File: src/trx_state_pkg.sv
// package: constants and state type for the transceiver state control block
package trx_state_pkg;
    // operating states
    typedef enum logic [3:0] {
        ST_OFF, ST_WAKEUP, ST_INIT, ST_IDLE, ST_SLEEP, ST_DEEPSLEEP, ST_TX, ST_RX, ST_SNOOZE
    } op_state_e;

    localparam int unsigned CLK_HZ          = 10_000_000;
    localparam int unsigned RX_SETTLE_NS    = 16_000;      // receiver usable after this
    localparam int unsigned WAKEUP_NS       = 4_000_000;   // oscillator settle before regulator
    localparam int unsigned RESTORE_NS      = 40_000;      // configuration restore and pll lock
    localparam int unsigned NS_PER_S        = 1_000_000_000;
    // receive settle and restore times round up; the wakeup time truncates
    localparam int unsigned RX_SETTLE_CYC   = (RX_SETTLE_NS * (CLK_HZ / 1_000_000) + 999) / 1000;
    localparam int unsigned WAKEUP_CYC      = (WAKEUP_NS / 1000) * (CLK_HZ / 1_000_000);
    localparam int unsigned RESTORE_CYC     = (RESTORE_NS * (CLK_HZ / 1_000_000) + 999) / 1000;
    localparam int unsigned CNT_W           = 16;
    localparam logic [31:0] DEEPSLEEP_READ  = 32'hffffffff;  // read data with interface asleep
    localparam int unsigned WAKE_PIN_CYC    = 4;             // wake pin hold time, cycles
    localparam int unsigned RST_SYNC_DEPTH  = 3;
endpackage

File: src/pin_sync.sv
// module: three-stage synchroniser for a pin input
`timescale 1ns/10ps
module pin_sync (
    input  wire logic core_clk,
    input  wire logic rst_b,
    input  wire logic pin_in,
    output logic      level_out
);
    logic [2:0] stage_r;

    // stage 0 is only read by stage 1; a change counts when stages 1 and 2 agree
    always_ff @(posedge core_clk or negedge rst_b) begin
        if (!rst_b) begin
            stage_r <= 3'h0;
        end else begin
            stage_r <= {stage_r[1:0], pin_in};
        end
    end

    always_ff @(posedge core_clk or negedge rst_b) begin
        if (!rst_b) begin
            level_out <= 1'b0;
        end else if (stage_r[1] == stage_r[2]) begin
            level_out <= stage_r[2];
        end
    end
endmodule // pin_sync

File: src/trx_state_ctrl.sv
// module: operating state control of the radio transceiver
`timescale 1ns/10ps
module trx_state_ctrl #(
    parameter int unsigned WAKEUP_CYCLES = trx_state_pkg::WAKEUP_CYC,
    parameter int unsigned CNT_W         = trx_state_pkg::CNT_W
) (
    input  wire logic             core_clk,
    input  wire logic             rst_b,
    input  wire logic             power_good,             // leaves off state
    input  wire logic             transceiver_off_cmd,    // set pulse from host
    input  wire logic             tx_start_cmd,
    input  wire logic             tx_done,                // frame sent by transmitter
    input  wire logic             rx_start_cmd,
    input  wire logic             rx_delayed_cmd,
    input  wire logic             rx_late,                // start time already passed
    input  wire logic             wait_for_response,      // auto receive after transmit
    input  wire logic [CNT_W-1:0] response_delay_config,  // cycles before auto receive
    input  wire logic             auto_receive_reenable,
    input  wire logic             ext_rx_gpio6_sel,       // gpio 6 is receive enable
    input  wire logic             ev_preamble,
    input  wire logic             ev_sfd,
    input  wire logic             ev_header,
    input  wire logic             ev_header_err,
    input  wire logic             ev_frame_ready,
    input  wire logic             ev_crc_good,
    input  wire logic             ev_crc_err,
    input  wire logic             ev_rx_timeout,
    input  wire logic             ev_frame_wait_timeout,
    input  wire logic [9:0]       status_clear,           // write one to clear
    input  wire logic             sleep_cmd,
    input  wire logic             deepsleep_cmd,
    input  wire logic [CNT_W-1:0] sleep_count,
    input  wire logic             wake_cnt_en,
    input  wire logic             wake_pin_en,
    input  wire logic             wake_cs_en,
    input  wire logic             wakeup_pin,
    input  wire logic             spi_chip_select_low,
    input  wire logic [31:0]      reg_rdata_in,
    output logic [31:0]           reg_rdata,
    output logic                  transceiver_off_pending,
    output logic [9:0]            system_status_reg,      // 9 late, 8..0 rx events
    output logic [3:0]            op_state,
    output logic                  tx_active,
    output logic                  rx_ready,
    output logic                  external_receive_enable_out,
    output logic                  xtal_enable,
    output logic                  regulator_enable,
    output logic                  reset_output_low,
    output logic                  restore_busy
);
    trx_state_pkg::op_state_e state_r;
    logic [31:0]      cnt_r;
    logic [CNT_W-1:0] sleep_cnt_r;
    logic [2:0]       pin_hold_r;
    logic             cs_lvl, wk_lvl, wk_lvl_d_r, cs_lvl_d_r;
    logic             off_hit, rx_end, wake_evt;
    logic [9:0]       ev_set;

    pin_sync u_cs_sync (.core_clk(core_clk), .rst_b(rst_b), .pin_in(spi_chip_select_low), .level_out(cs_lvl));
    pin_sync u_wk_sync (.core_clk(core_clk), .rst_b(rst_b), .pin_in(wakeup_pin), .level_out(wk_lvl));

    // wake and exit conditions
    assign off_hit  = transceiver_off_cmd || transceiver_off_pending;
    assign rx_end   = ev_crc_good || ev_frame_wait_timeout ||
                      (!auto_receive_reenable && (ev_crc_err || ev_header_err || ev_rx_timeout));
    assign wake_evt = (wake_pin_en && pin_hold_r == 3'(trx_state_pkg::WAKE_PIN_CYC))
                   || (wake_cs_en && cs_lvl_d_r && !cs_lvl);

    // edge history and wake pin hold counter
    always_ff @(posedge core_clk or negedge rst_b) begin
        if (!rst_b) begin
            wk_lvl_d_r <= 1'b0;
            cs_lvl_d_r <= 1'b0;
            pin_hold_r <= 3'h0;
        end else begin
            wk_lvl_d_r <= wk_lvl;
            cs_lvl_d_r <= cs_lvl;
            if (!wk_lvl) begin
                pin_hold_r <= 3'h0;
            end else if (pin_hold_r != 3'(trx_state_pkg::WAKE_PIN_CYC)) begin
                pin_hold_r <= pin_hold_r + 3'h1;
            end
        end
    end

    // main operating state machine
    always_ff @(posedge core_clk or negedge rst_b) begin
        if (!rst_b) begin
            state_r     <= trx_state_pkg::ST_OFF;
            cnt_r       <= 32'h0;
            sleep_cnt_r <= '0;
        end else begin
            cnt_r <= cnt_r + 32'h1;
            case (state_r)
                trx_state_pkg::ST_OFF: begin
                    if (power_good) begin
                        state_r <= trx_state_pkg::ST_WAKEUP;
                        cnt_r   <= 32'h0;
                    end
                end
                trx_state_pkg::ST_WAKEUP: begin
                    if (cnt_r >= WAKEUP_CYCLES - 1) begin
                        state_r <= trx_state_pkg::ST_INIT;
                        cnt_r   <= 32'h0;
                    end
                end
                trx_state_pkg::ST_INIT: begin
                    if (cnt_r >= trx_state_pkg::RESTORE_CYC - 1) begin
                        state_r <= trx_state_pkg::ST_IDLE;
                    end
                end
                trx_state_pkg::ST_IDLE: begin
                    cnt_r <= 32'h0;
                    if (off_hit) begin
                        state_r <= trx_state_pkg::ST_IDLE;
                    end else if (tx_start_cmd) begin
                        state_r <= trx_state_pkg::ST_TX;
                    end else if (rx_start_cmd || (rx_delayed_cmd && !rx_late)) begin
                        state_r <= trx_state_pkg::ST_RX;
                    end else if (sleep_cmd) begin
                        state_r     <= trx_state_pkg::ST_SLEEP;
                        sleep_cnt_r <= sleep_count;
                    end else if (deepsleep_cmd) begin
                        state_r <= trx_state_pkg::ST_DEEPSLEEP;
                    end
                end
                trx_state_pkg::ST_TX: begin
                    if (off_hit) begin
                        state_r <= trx_state_pkg::ST_IDLE;
                    end else if (tx_done && wait_for_response) begin
                        state_r     <= trx_state_pkg::ST_SNOOZE;
                        sleep_cnt_r <= response_delay_config;
                    end else if (tx_done) begin
                        state_r <= trx_state_pkg::ST_IDLE;
                    end
                end
                trx_state_pkg::ST_SNOOZE: begin
                    if (off_hit) begin
                        state_r <= trx_state_pkg::ST_IDLE;
                    end else if (sleep_cnt_r == '0) begin
                        state_r <= trx_state_pkg::ST_RX;
                        cnt_r   <= 32'h0;
                    end else begin
                        sleep_cnt_r <= sleep_cnt_r - 1'b1;
                    end
                end
                trx_state_pkg::ST_RX: begin
                    if (off_hit || rx_end) begin
                        state_r <= trx_state_pkg::ST_IDLE;
                    end
                end
                trx_state_pkg::ST_SLEEP: begin
                    cnt_r <= 32'h0;
                    if (wake_evt || (wake_cnt_en && sleep_cnt_r == '0)) begin
                        state_r <= trx_state_pkg::ST_WAKEUP;
                    end else if (sleep_cnt_r != '0) begin
                        sleep_cnt_r <= sleep_cnt_r - 1'b1;
                    end
                end
                trx_state_pkg::ST_DEEPSLEEP: begin
                    cnt_r <= 32'h0;
                    if (wake_evt) begin
                        state_r <= trx_state_pkg::ST_WAKEUP;
                    end
                end
                default: state_r <= trx_state_pkg::ST_OFF;
            endcase
        end
    end

    // off command latch; set from host, cleared once acted on
    always_ff @(posedge core_clk or negedge rst_b) begin
        if (!rst_b) begin
            transceiver_off_pending <= 1'b0;
        end else begin
            transceiver_off_pending <= transceiver_off_cmd &&
                !(state_r inside {trx_state_pkg::ST_IDLE, trx_state_pkg::ST_TX,
                                  trx_state_pkg::ST_RX, trx_state_pkg::ST_SNOOZE}) ? 1'b1 :
                (off_hit && !(state_r inside {trx_state_pkg::ST_IDLE, trx_state_pkg::ST_TX,
                                  trx_state_pkg::ST_RX, trx_state_pkg::ST_SNOOZE}));
        end
    end

    // sticky status flags, set wins over clear
    assign ev_set = {
        (state_r == trx_state_pkg::ST_IDLE) && rx_delayed_cmd && rx_late && !off_hit,
        ev_frame_wait_timeout,
        ev_rx_timeout && !auto_receive_reenable,
        ev_crc_err && !auto_receive_reenable,
        ev_crc_good, ev_frame_ready,
        ev_header_err && !auto_receive_reenable,
        ev_header, ev_sfd, ev_preamble};
    always_ff @(posedge core_clk or negedge rst_b) begin
        if (!rst_b) begin
            system_status_reg <= 10'h0;
        end else begin
            // receive events count only in receive; the late warning only in idle
            for (int i = 0; i < 10; i++) begin
                if (ev_set[i] && (i == 9 || state_r == trx_state_pkg::ST_RX)) begin
                    system_status_reg[i] <= 1'b1;
                end else if (status_clear[i]) begin
                    system_status_reg[i] <= 1'b0;
                end
            end
        end
    end

    // registered outputs
    always_ff @(posedge core_clk or negedge rst_b) begin
        if (!rst_b) begin
            op_state                    <= 4'h0;
            tx_active                   <= 1'b0;
            rx_ready                    <= 1'b0;
            external_receive_enable_out <= 1'b0;
            xtal_enable                 <= 1'b0;
            regulator_enable            <= 1'b0;
            reset_output_low            <= 1'b0;
            restore_busy                <= 1'b0;
            reg_rdata                   <= 32'h0;
        end else begin
            op_state  <= 4'(state_r);
            tx_active <= (state_r == trx_state_pkg::ST_TX);
            rx_ready  <= (state_r == trx_state_pkg::ST_RX) &&
                         (cnt_r >= trx_state_pkg::RX_SETTLE_CYC);
            external_receive_enable_out <= ext_rx_gpio6_sel && (state_r == trx_state_pkg::ST_RX);
            xtal_enable      <= !(state_r inside {trx_state_pkg::ST_OFF, trx_state_pkg::ST_SLEEP,
                                                  trx_state_pkg::ST_DEEPSLEEP});
            regulator_enable <= !(state_r inside {trx_state_pkg::ST_OFF, trx_state_pkg::ST_SLEEP,
                                                  trx_state_pkg::ST_DEEPSLEEP, trx_state_pkg::ST_WAKEUP});
            reset_output_low <= !(state_r inside {trx_state_pkg::ST_OFF, trx_state_pkg::ST_SLEEP,
                                                  trx_state_pkg::ST_DEEPSLEEP, trx_state_pkg::ST_WAKEUP});
            restore_busy     <= (state_r == trx_state_pkg::ST_INIT);
            reg_rdata <= (state_r inside {trx_state_pkg::ST_DEEPSLEEP, trx_state_pkg::ST_SLEEP})
                         ? trx_state_pkg::DEEPSLEEP_READ : reg_rdata_in;
        end
    end

    // checks
    AST_OFF_TX: assert property (@(posedge core_clk) disable iff (!rst_b)
        (state_r == trx_state_pkg::ST_TX && transceiver_off_cmd) |=> state_r == trx_state_pkg::ST_IDLE)
        else $error("off command did not stop transmit");
    AST_OFF_RX: assert property (@(posedge core_clk) disable iff (!rst_b)
        (state_r == trx_state_pkg::ST_RX && transceiver_off_cmd) |=> state_r == trx_state_pkg::ST_IDLE)
        else $error("off command did not stop receive");
    AST_OFF_CLR: assert property (@(posedge core_clk) disable iff (!rst_b)
        (state_r == trx_state_pkg::ST_IDLE) |=> !transceiver_off_pending)
        else $error("off bit not cleared");
    AST_RX_SETTLE: assert property (@(posedge core_clk) disable iff (!rst_b)
        $rose(state_r == trx_state_pkg::ST_RX) |-> !rx_ready [*8])
        else $error("receiver ready too early");
    AST_LATE: assert property (@(posedge core_clk) disable iff (!rst_b)
        (state_r == trx_state_pkg::ST_IDLE && rx_delayed_cmd && rx_late && !off_hit) |=> system_status_reg[9])
        else $error("late warning missing");
    AST_RX_END: assert property (@(posedge core_clk) disable iff (!rst_b)
        (state_r == trx_state_pkg::ST_RX && ev_crc_good) |=> state_r == trx_state_pkg::ST_IDLE)
        else $error("receive did not end on good frame");
    AST_AUTOR: assert property (@(posedge core_clk) disable iff (!rst_b)
        (auto_receive_reenable && !$past(system_status_reg[6]) && !status_clear[6]) |=> !$rose(system_status_reg[6]))
        else $error("error flag raised under auto re-enable");
    AST_GPIO6: assert property (@(posedge core_clk) disable iff (!rst_b)
        external_receive_enable_out |-> $past(state_r == trx_state_pkg::ST_RX))
        else $error("receive enable pin high outside receive");
    AST_DIR: assert property (@(posedge core_clk) disable iff (!rst_b)
        !(tx_active && external_receive_enable_out))
        else $error("transmit and receive together");
    AST_DEEP_READ: assert property (@(posedge core_clk) disable iff (!rst_b)
        $past(state_r == trx_state_pkg::ST_DEEPSLEEP) |-> reg_rdata == 32'hffffffff)
        else $error("deep sleep read not all ones");
    COV_AUTO_RX: cover property (@(posedge core_clk) disable iff (!rst_b)
        state_r == trx_state_pkg::ST_SNOOZE ##1 state_r == trx_state_pkg::ST_RX);
    COV_WAKE: cover property (@(posedge core_clk) disable iff (!rst_b)
        state_r == trx_state_pkg::ST_DEEPSLEEP ##1 state_r == trx_state_pkg::ST_WAKEUP);
    COV_OFF_RX: cover property (@(posedge core_clk) disable iff (!rst_b)
        state_r == trx_state_pkg::ST_RX && transceiver_off_cmd);
endmodule // trx_state_ctrl

File: config.mk
export PLATFORM = sky130hd
export DESIGN_NAME = trx_state_ctrl
export DESIGN_NICKNAME = d
export VERILOG_FILES = /design/src/trx_state_pkg.sv /design/src/pin_sync.sv /design/src/trx_state_ctrl.sv
export SDC_FILE = /design/constraint.sdc
export NUM_CORES = 1
export LEC_CHECK = 0
export BUFFER_PORTS_ARGS = -buffer_cell sky130_fd_sc_hd__buf_4
export CORE_UTILIZATION = 52
export DETAILED_ROUTE_END_ITERATION = 16
export PLACE_DENSITY = 0.8
export SYNTH_ARGS = -nofsm -noshare
export SYNTH_HDL_FRONTEND = slang
export SYNTH_SLANG_ARGS = --single-unit
File: constraint.sdc
create_clock -name core_clk -period 3.5 [get_ports core_clk]
set_input_delay 0.175 -clock core_clk [delete_from_list [all_inputs] [get_ports core_clk]]
set_output_delay 0.175 -clock core_clk [all_outputs]
set_load 0.05 [all_outputs]
; ---- Word-level counts from Yosys, hierarchy flattened
; Cells that the tools add are included.
[word_totals]
register_bits = 117
[op_classes]
reduce_logical = 63
n_eq_ne = 32
n_lt_le_gt_ge = 3
n_mux = 57
n_addsub = 3
[ops]
columns = cell, n
row1 = $mux 16, 10
row2 = $mux 32, 5
row3 = $pmux 32 s4, 1
row4 = $mux 4, 16
row5 = $pmux 16 s4, 1
row6 = $pmux 4 s9, 1
row7 = $ne 2x2->1 const B, 17
row8 = $add 32x1->32 const B, 1
row9 = $ge 32x16->1 const B, 1
row10 = $ge 32x8->1 const B, 1
row11 = $ge 32x9->1 const B, 1
row12 = $logic_and 1x1->1, 26
row13 = $reduce_bool 2->1, 11
row14 = $mux 1, 21
row15 = $eq 4x3->1 const B, 4
row16 = $logic_not 16->1, 1
row17 = $reduce_bool 16->1, 1
row18 = $sub 16x1->16 const B, 1
row19 = $reduce_bool 4->1, 3
row20 = $reduce_and 11->1, 1
row21 = $logic_or 1x1->1, 9
row22 = $reduce_and 9->1, 1
row23 = $eq 4x2->1 const B, 2
row24 = $logic_not 1->1, 7
row25 = other kinds (12), 15

; ---- Longest topological paths before layout
[logic_depth]
depth_word = 7
mapped_depth = 9
mapped_depth_nobuf = 8

; ---- By module
; Synthesis repeated with hierarchy kept, for this count alone.
[unflattened]
hier_cells = 528
area_unflattened_um2 = 5326.4
[by_module_without_submodules]
columns = module, area_per_inst_um2, cells_per_inst, instances, seq_area_each_um2
row1 = trx_state_ctrl, 5103.6, 518, 1, 2727.6
row2 = pin_sync, 111.4, 5, 2, 100.1

; ---- Worst setup path after synthesis
; No wires, ideal clock.
[synth_timing]
path_type = register -> register
from = reg transceiver_off_pending
to = reg sleep_cnt_r[3]
path_buffers = 2
arrival_ns = 2.366
slack_ns = 1.047
stages_incl_launch_ff = 9
setup_ns = 0.087
cell_sequence = dfrtp_1 > or2_1 > clkbuf_1 > a2111oi_1 > nand3_1 > a22o_1 > o21bai_2 > buf_2 > a22oi_1
[synth_via]
elab_chain_len = 3
elab_cells_between_ends = 5
[synth_rtl]
columns = item, line
row1 = start: declaration, trx_state_ctrl.sv:40  ; output logic transceiver_off_pending,
row2 = start signal: assignment, trx_state_ctrl.sv:176  ; transceiver_off_pending <= transceiver_off_cmd &&
row3 = $logic_or 1x1->1 (*), trx_state_ctrl.sv:63  ; assign off_hit = transceiver_off_cmd || transceiver_off_pending;
row4 = $ne 2x2->1 (no line), -
row5 = $reduce_and 11->1 (no line) (*), -
row6 = end signal: assignment, trx_state_ctrl.sv:122  ; sleep_cnt_r <= sleep_count;
row7 = end signal: assignment, trx_state_ctrl.sv:132  ; sleep_cnt_r <= response_delay_config;
row8 = end signal: assignment, trx_state_ctrl.sv:144  ; sleep_cnt_r <= sleep_cnt_r - 1'b1;
row9 = end: declaration, trx_state_ctrl.sv:53  ; logic [CNT_W-1:0] sleep_cnt_r;
; Every way passes the cells marked *; elsewhere a longest branch is shown, timed or not.
; A chain may end at the register's enable or synchronous reset.

; ---- Worst setup path in the final report
[layout_timing]
from = reg sleep_cnt_r[0]
to = reg sleep_cnt_r[5]
[layout_via]
elab_chain_len = 5
elab_cells_between_ends = 14
[layout_rtl]
columns = item
row1 = "parallel branches: the longest is 5 deep, another holds $sub 16x1->16"
; Parallel ways; which one is timed is not known. The select of a mux whose other input is x is not followed.

==> results.sh <==
export IMPL_start_kind="flip-flop"
export IMPL_ys_top_cells_by_area="dfrtp_1, nor2_1, or2_2, xnor2_1, o21ai_0"
export IMPL_drive_above_1_share_pct=30.23
export IMPL_setup_slack_ps=579.9
export IMPL_drt_initial_drc_count=451
export IMPL_synth_most_common_cell="dfrtp_1"
export IMPL_antenna_cells=0
export IMPL_die_x_um=104.5
export IMPL_worstPathCellList="inv_1 > ha_1 > or3b_2 > nor4_4 > nor2_1 > o21bai_2 > a22oi_1"
export IMPL_reg2regPathDepth=7
export IMPL_clock_sinks=117
export IMPL_synthArstFlopShare_pct=100.0
export IMPL_clk_pin_slew_worst_paths_ps=60
export IMPL_cts_root_buf="clkbuf_8"
export IMPL_synth_nets=652
export IMPL_cp_required_ps=3850
export IMPL_status="finished clean"
export IMPL_max_stage_delay_ps=700
export IMPL_io_pins=156
export IMPL_setup_viol=0
export IMPL_cts_resized_gates=0
export IMPL_final_hold_violation_count=0
export IMPL_postCtsSetupBuffers=0
export IMPL_drt_drc_violations_left=0
export IMPL_nNetsFinal=879
export IMPL_slew_viol_final=0
export IMPL_period_needed_ps=2920
export IMPL_rsz0062_at_grt="false"
export IMPL_crit_slowest_cell="o21bai_2"
export IMPL_final_core_util_pct=78.39
export IMPL_io_buffers=155
export IMPL_rows=37
export IMPL_grt_pass1_wl_mm=24.34
export IMPL_skew_ps=8.742
export IMPL_place_congestion=0.8513
export IMPL_drv_cap=0
export IMPL_first_pass_iters=5
export IMPL_holdCritPathClass="in -> reg"
export IMPL_wl_per_cell_um=16.13
export IMPL_route_met3_wl_mm=1.080
export IMPL_area_growth_pct=47.38
export IMPL_finalCritPeriodShare_pct=83.43
export IMPL_hp_start="response_delay_config[2]"
export IMPL_wl_met1_mm=5.675
export IMPL_hold_depth=3
export IMPL_rrSetupSlack_ps=580
export IMPL_yosysWarningCount=0
export IMPL_syn_avg_cell_area_um2=10.05
export IMPL_synth_seq_cells=117
export IMPL_synthCells=544
export IMPL_grt_max_degree=71
export IMPL_cp_startpoint="sleep_cnt_r[0]$_DFFE_PN0P_"
export IMPL_grt_pass1_vias=5216
export IMPL_p_leak_nw=3.771
export IMPL_start_util_pct=53.19
export IMPL_grt_use_total_pct=28.34
export IMPL_ys_seq_area_share_pct=53.56
export IMPL_clockBufferDepth=2
export IMPL_power_density_mw_per_mm2=656.3
export IMPL_antenna_found_initial=0
export IMPL_critPathCaptureType="flip-flop"
export IMPL_synthTopCellsByCount="dfrtp_1, nor2_1, or2_2, inv_1"
export IMPL_placedCellCount=813
export IMPL_drtAntennaViolNets=0
export IMPL_critical_path_class="reg -> reg"
export IMPL_synth_top_area_share_pct=53.56
export IMPL_grt_overflow=0
export IMPL_cts_made_buffers=17
export IMPL_tightest_slew_ps=903.4
export IMPL_timing_rr_end="sleep_cnt_r[5]$_DFFE_PN0P_"
export IMPL_fmax_mhz=342.4
export IMPL_min_to="sleep_cnt_r[2]$_DFFE_PN0P_"
export IMPL_dieArea_mm2=0.01093
export IMPL_ir_drop_v=0.0004139
export IMPL_via_per_inst=5.561
export IMPL_finalNonFillerCells=920
export IMPL_final_setup_tns_ps=0
export IMPL_worst_r2r_startpoint="sleep_cnt_r[0]$_DFFE_PN0P_"
export IMPL_num_vias=5116
export IMPL_worstPathArrival_ps=3270
export IMPL_routed_top_layer="met4"
export IMPL_clock_latency_ps=520
export IMPL_core_area_mm2=0.01028
export IMPL_routed_wl_mm=14.84
export IMPL_h_tree_depth=4
export IMPL_dp_slack_ps=668.3
export IMPL_netlist_area_mm2=0.005466
export IMPL_crit_fanout=16
export IMPL_chipHeight_um=104.5
export IMPL_synth_cell_types=55
export IMPL_relSlewSlack_pct=39.55
export IMPL_synth_area_leader_cell="dfrtp_1"
export IMPL_reg_top3="cnt_r (32), reg_rdata (32), sleep_cnt_r (16)"
export IMPL_synth_edf_count=0
export IMPL_cts_tree="built"
export IMPL_synth_main_ff_cell="dfrtp_1"
export IMPL_dp_hpwl_mm=8.719
export IMPL_dr_wl_met2_mm=7.672
==> repair_timing <==
action / CTS / global route
hold endpoints to repair: 125 / 0
hold buffers: 75 / 0
setup endpoints to repair: 0 / 0
==> layout by cell type, fill, tap and decap left out, drive strengths merged, types with 2 or more instances in the layout <==
master	count
o22ai	2
nor2b	3
bufinv	2
a21oi	12
ha	6
or2	37
a22oi	8
inv	42
nand3	14
a31oi	12
and3	8
or3b	2
a221oi	4
nand2b	7
a2111oi	2
a22o	6
and2	5
mux2i	4
a21boi	2
a32o	2
or4	10
xor2	13
a222oi	7
dfrtp	117
o21bai	2
nor3	14
clkbuf	17
maj3	2
dlygate4sd3	75
nor2	70
mux2	2
buf	161
clkinv	2
a41oi	2
nand2	31
o21ai	31
xnor2	19
nand4	8
nor4	9
==> worst max path at each step <==
| stage | end | slack [ps] |
|---|---|---|
| 2_1_floorplan | sleep_cnt_r[3]$_DFFE_PN0P_ | 1050 |
| 3_3_place_gp | sleep_cnt_r[13]$_DFFE_PN0P_ | 830 |
| 3_5_place_dp | sleep_cnt_r[5]$_DFFE_PN0P_ | 670 |
| 4_1_cts | sleep_cnt_r[5]$_DFFE_PN0P_ | 670 |
| 5_1_grt | sleep_cnt_r[10]$_DFFE_PN0P_ | 440 |
| 6_report | sleep_cnt_r[5]$_DFFE_PN0P_ | 580 |
==> critical path, delay by kind of cell, from the launching register on <==
family                   cells  cell delay (ps)
AND/OR/NAND/NOR              3             1140
AO/OA/AOI/OAI                2              910
flip-flops                   1              380
adder cells (fa/ha/maj)      1              170
buffers and inverters        1              150
==> metal layers <==
metal / vias up / track usage (%)
li1: 2358 / -
met1: 2444 / 33.11
met2: 271 / 49.34
met3: 43 / 6.925
met4: 0 / 12.55
met5: - / 0
==> power by group <==
| part | internal [mW] | switching, mW |
|---|---|---|
| logic | 0.691 | 1.11 |
| registers | 1.57 | 0.176 |
| clock network | 1.05 | 0.697 |
==> cell type report <==
class	instances	area [um^2]
sequential	117	2928
multi-input combinational	367	2270
fill	624	2221
timing repair buffer	236	1972
clock buffer	17	414.1
clock inverter	15	182.7
tap	136	170.2
inverter	32	120.1
==> metrics by stage <==
stage          instance area [um^2]  hold slack, ps  power (mW)
2_1_floorplan                  5466          -120.6       2.924
3_3_place_gp                   6709           286.2       3.346
3_5_place_dp                   6709           285.8       3.387
4_1_cts                        8056           9.745       5.247
5_1_grt                        8056           13.83       5.526
6_report                       8056           6.752       5.287
==> cells by family after synthesis <==
logic type                 share of synthesized area, %
and+or+nand+nor                                   21.10
DFF                                               53.56
AOI/OAI and AO/OA                                 12.27
buffers and inverters                             4.921
xor gates and xnor gates                          5.127
adders and majority gates                         1.740
muxes                                             1.282
Power figures use the tool's default switching activity.
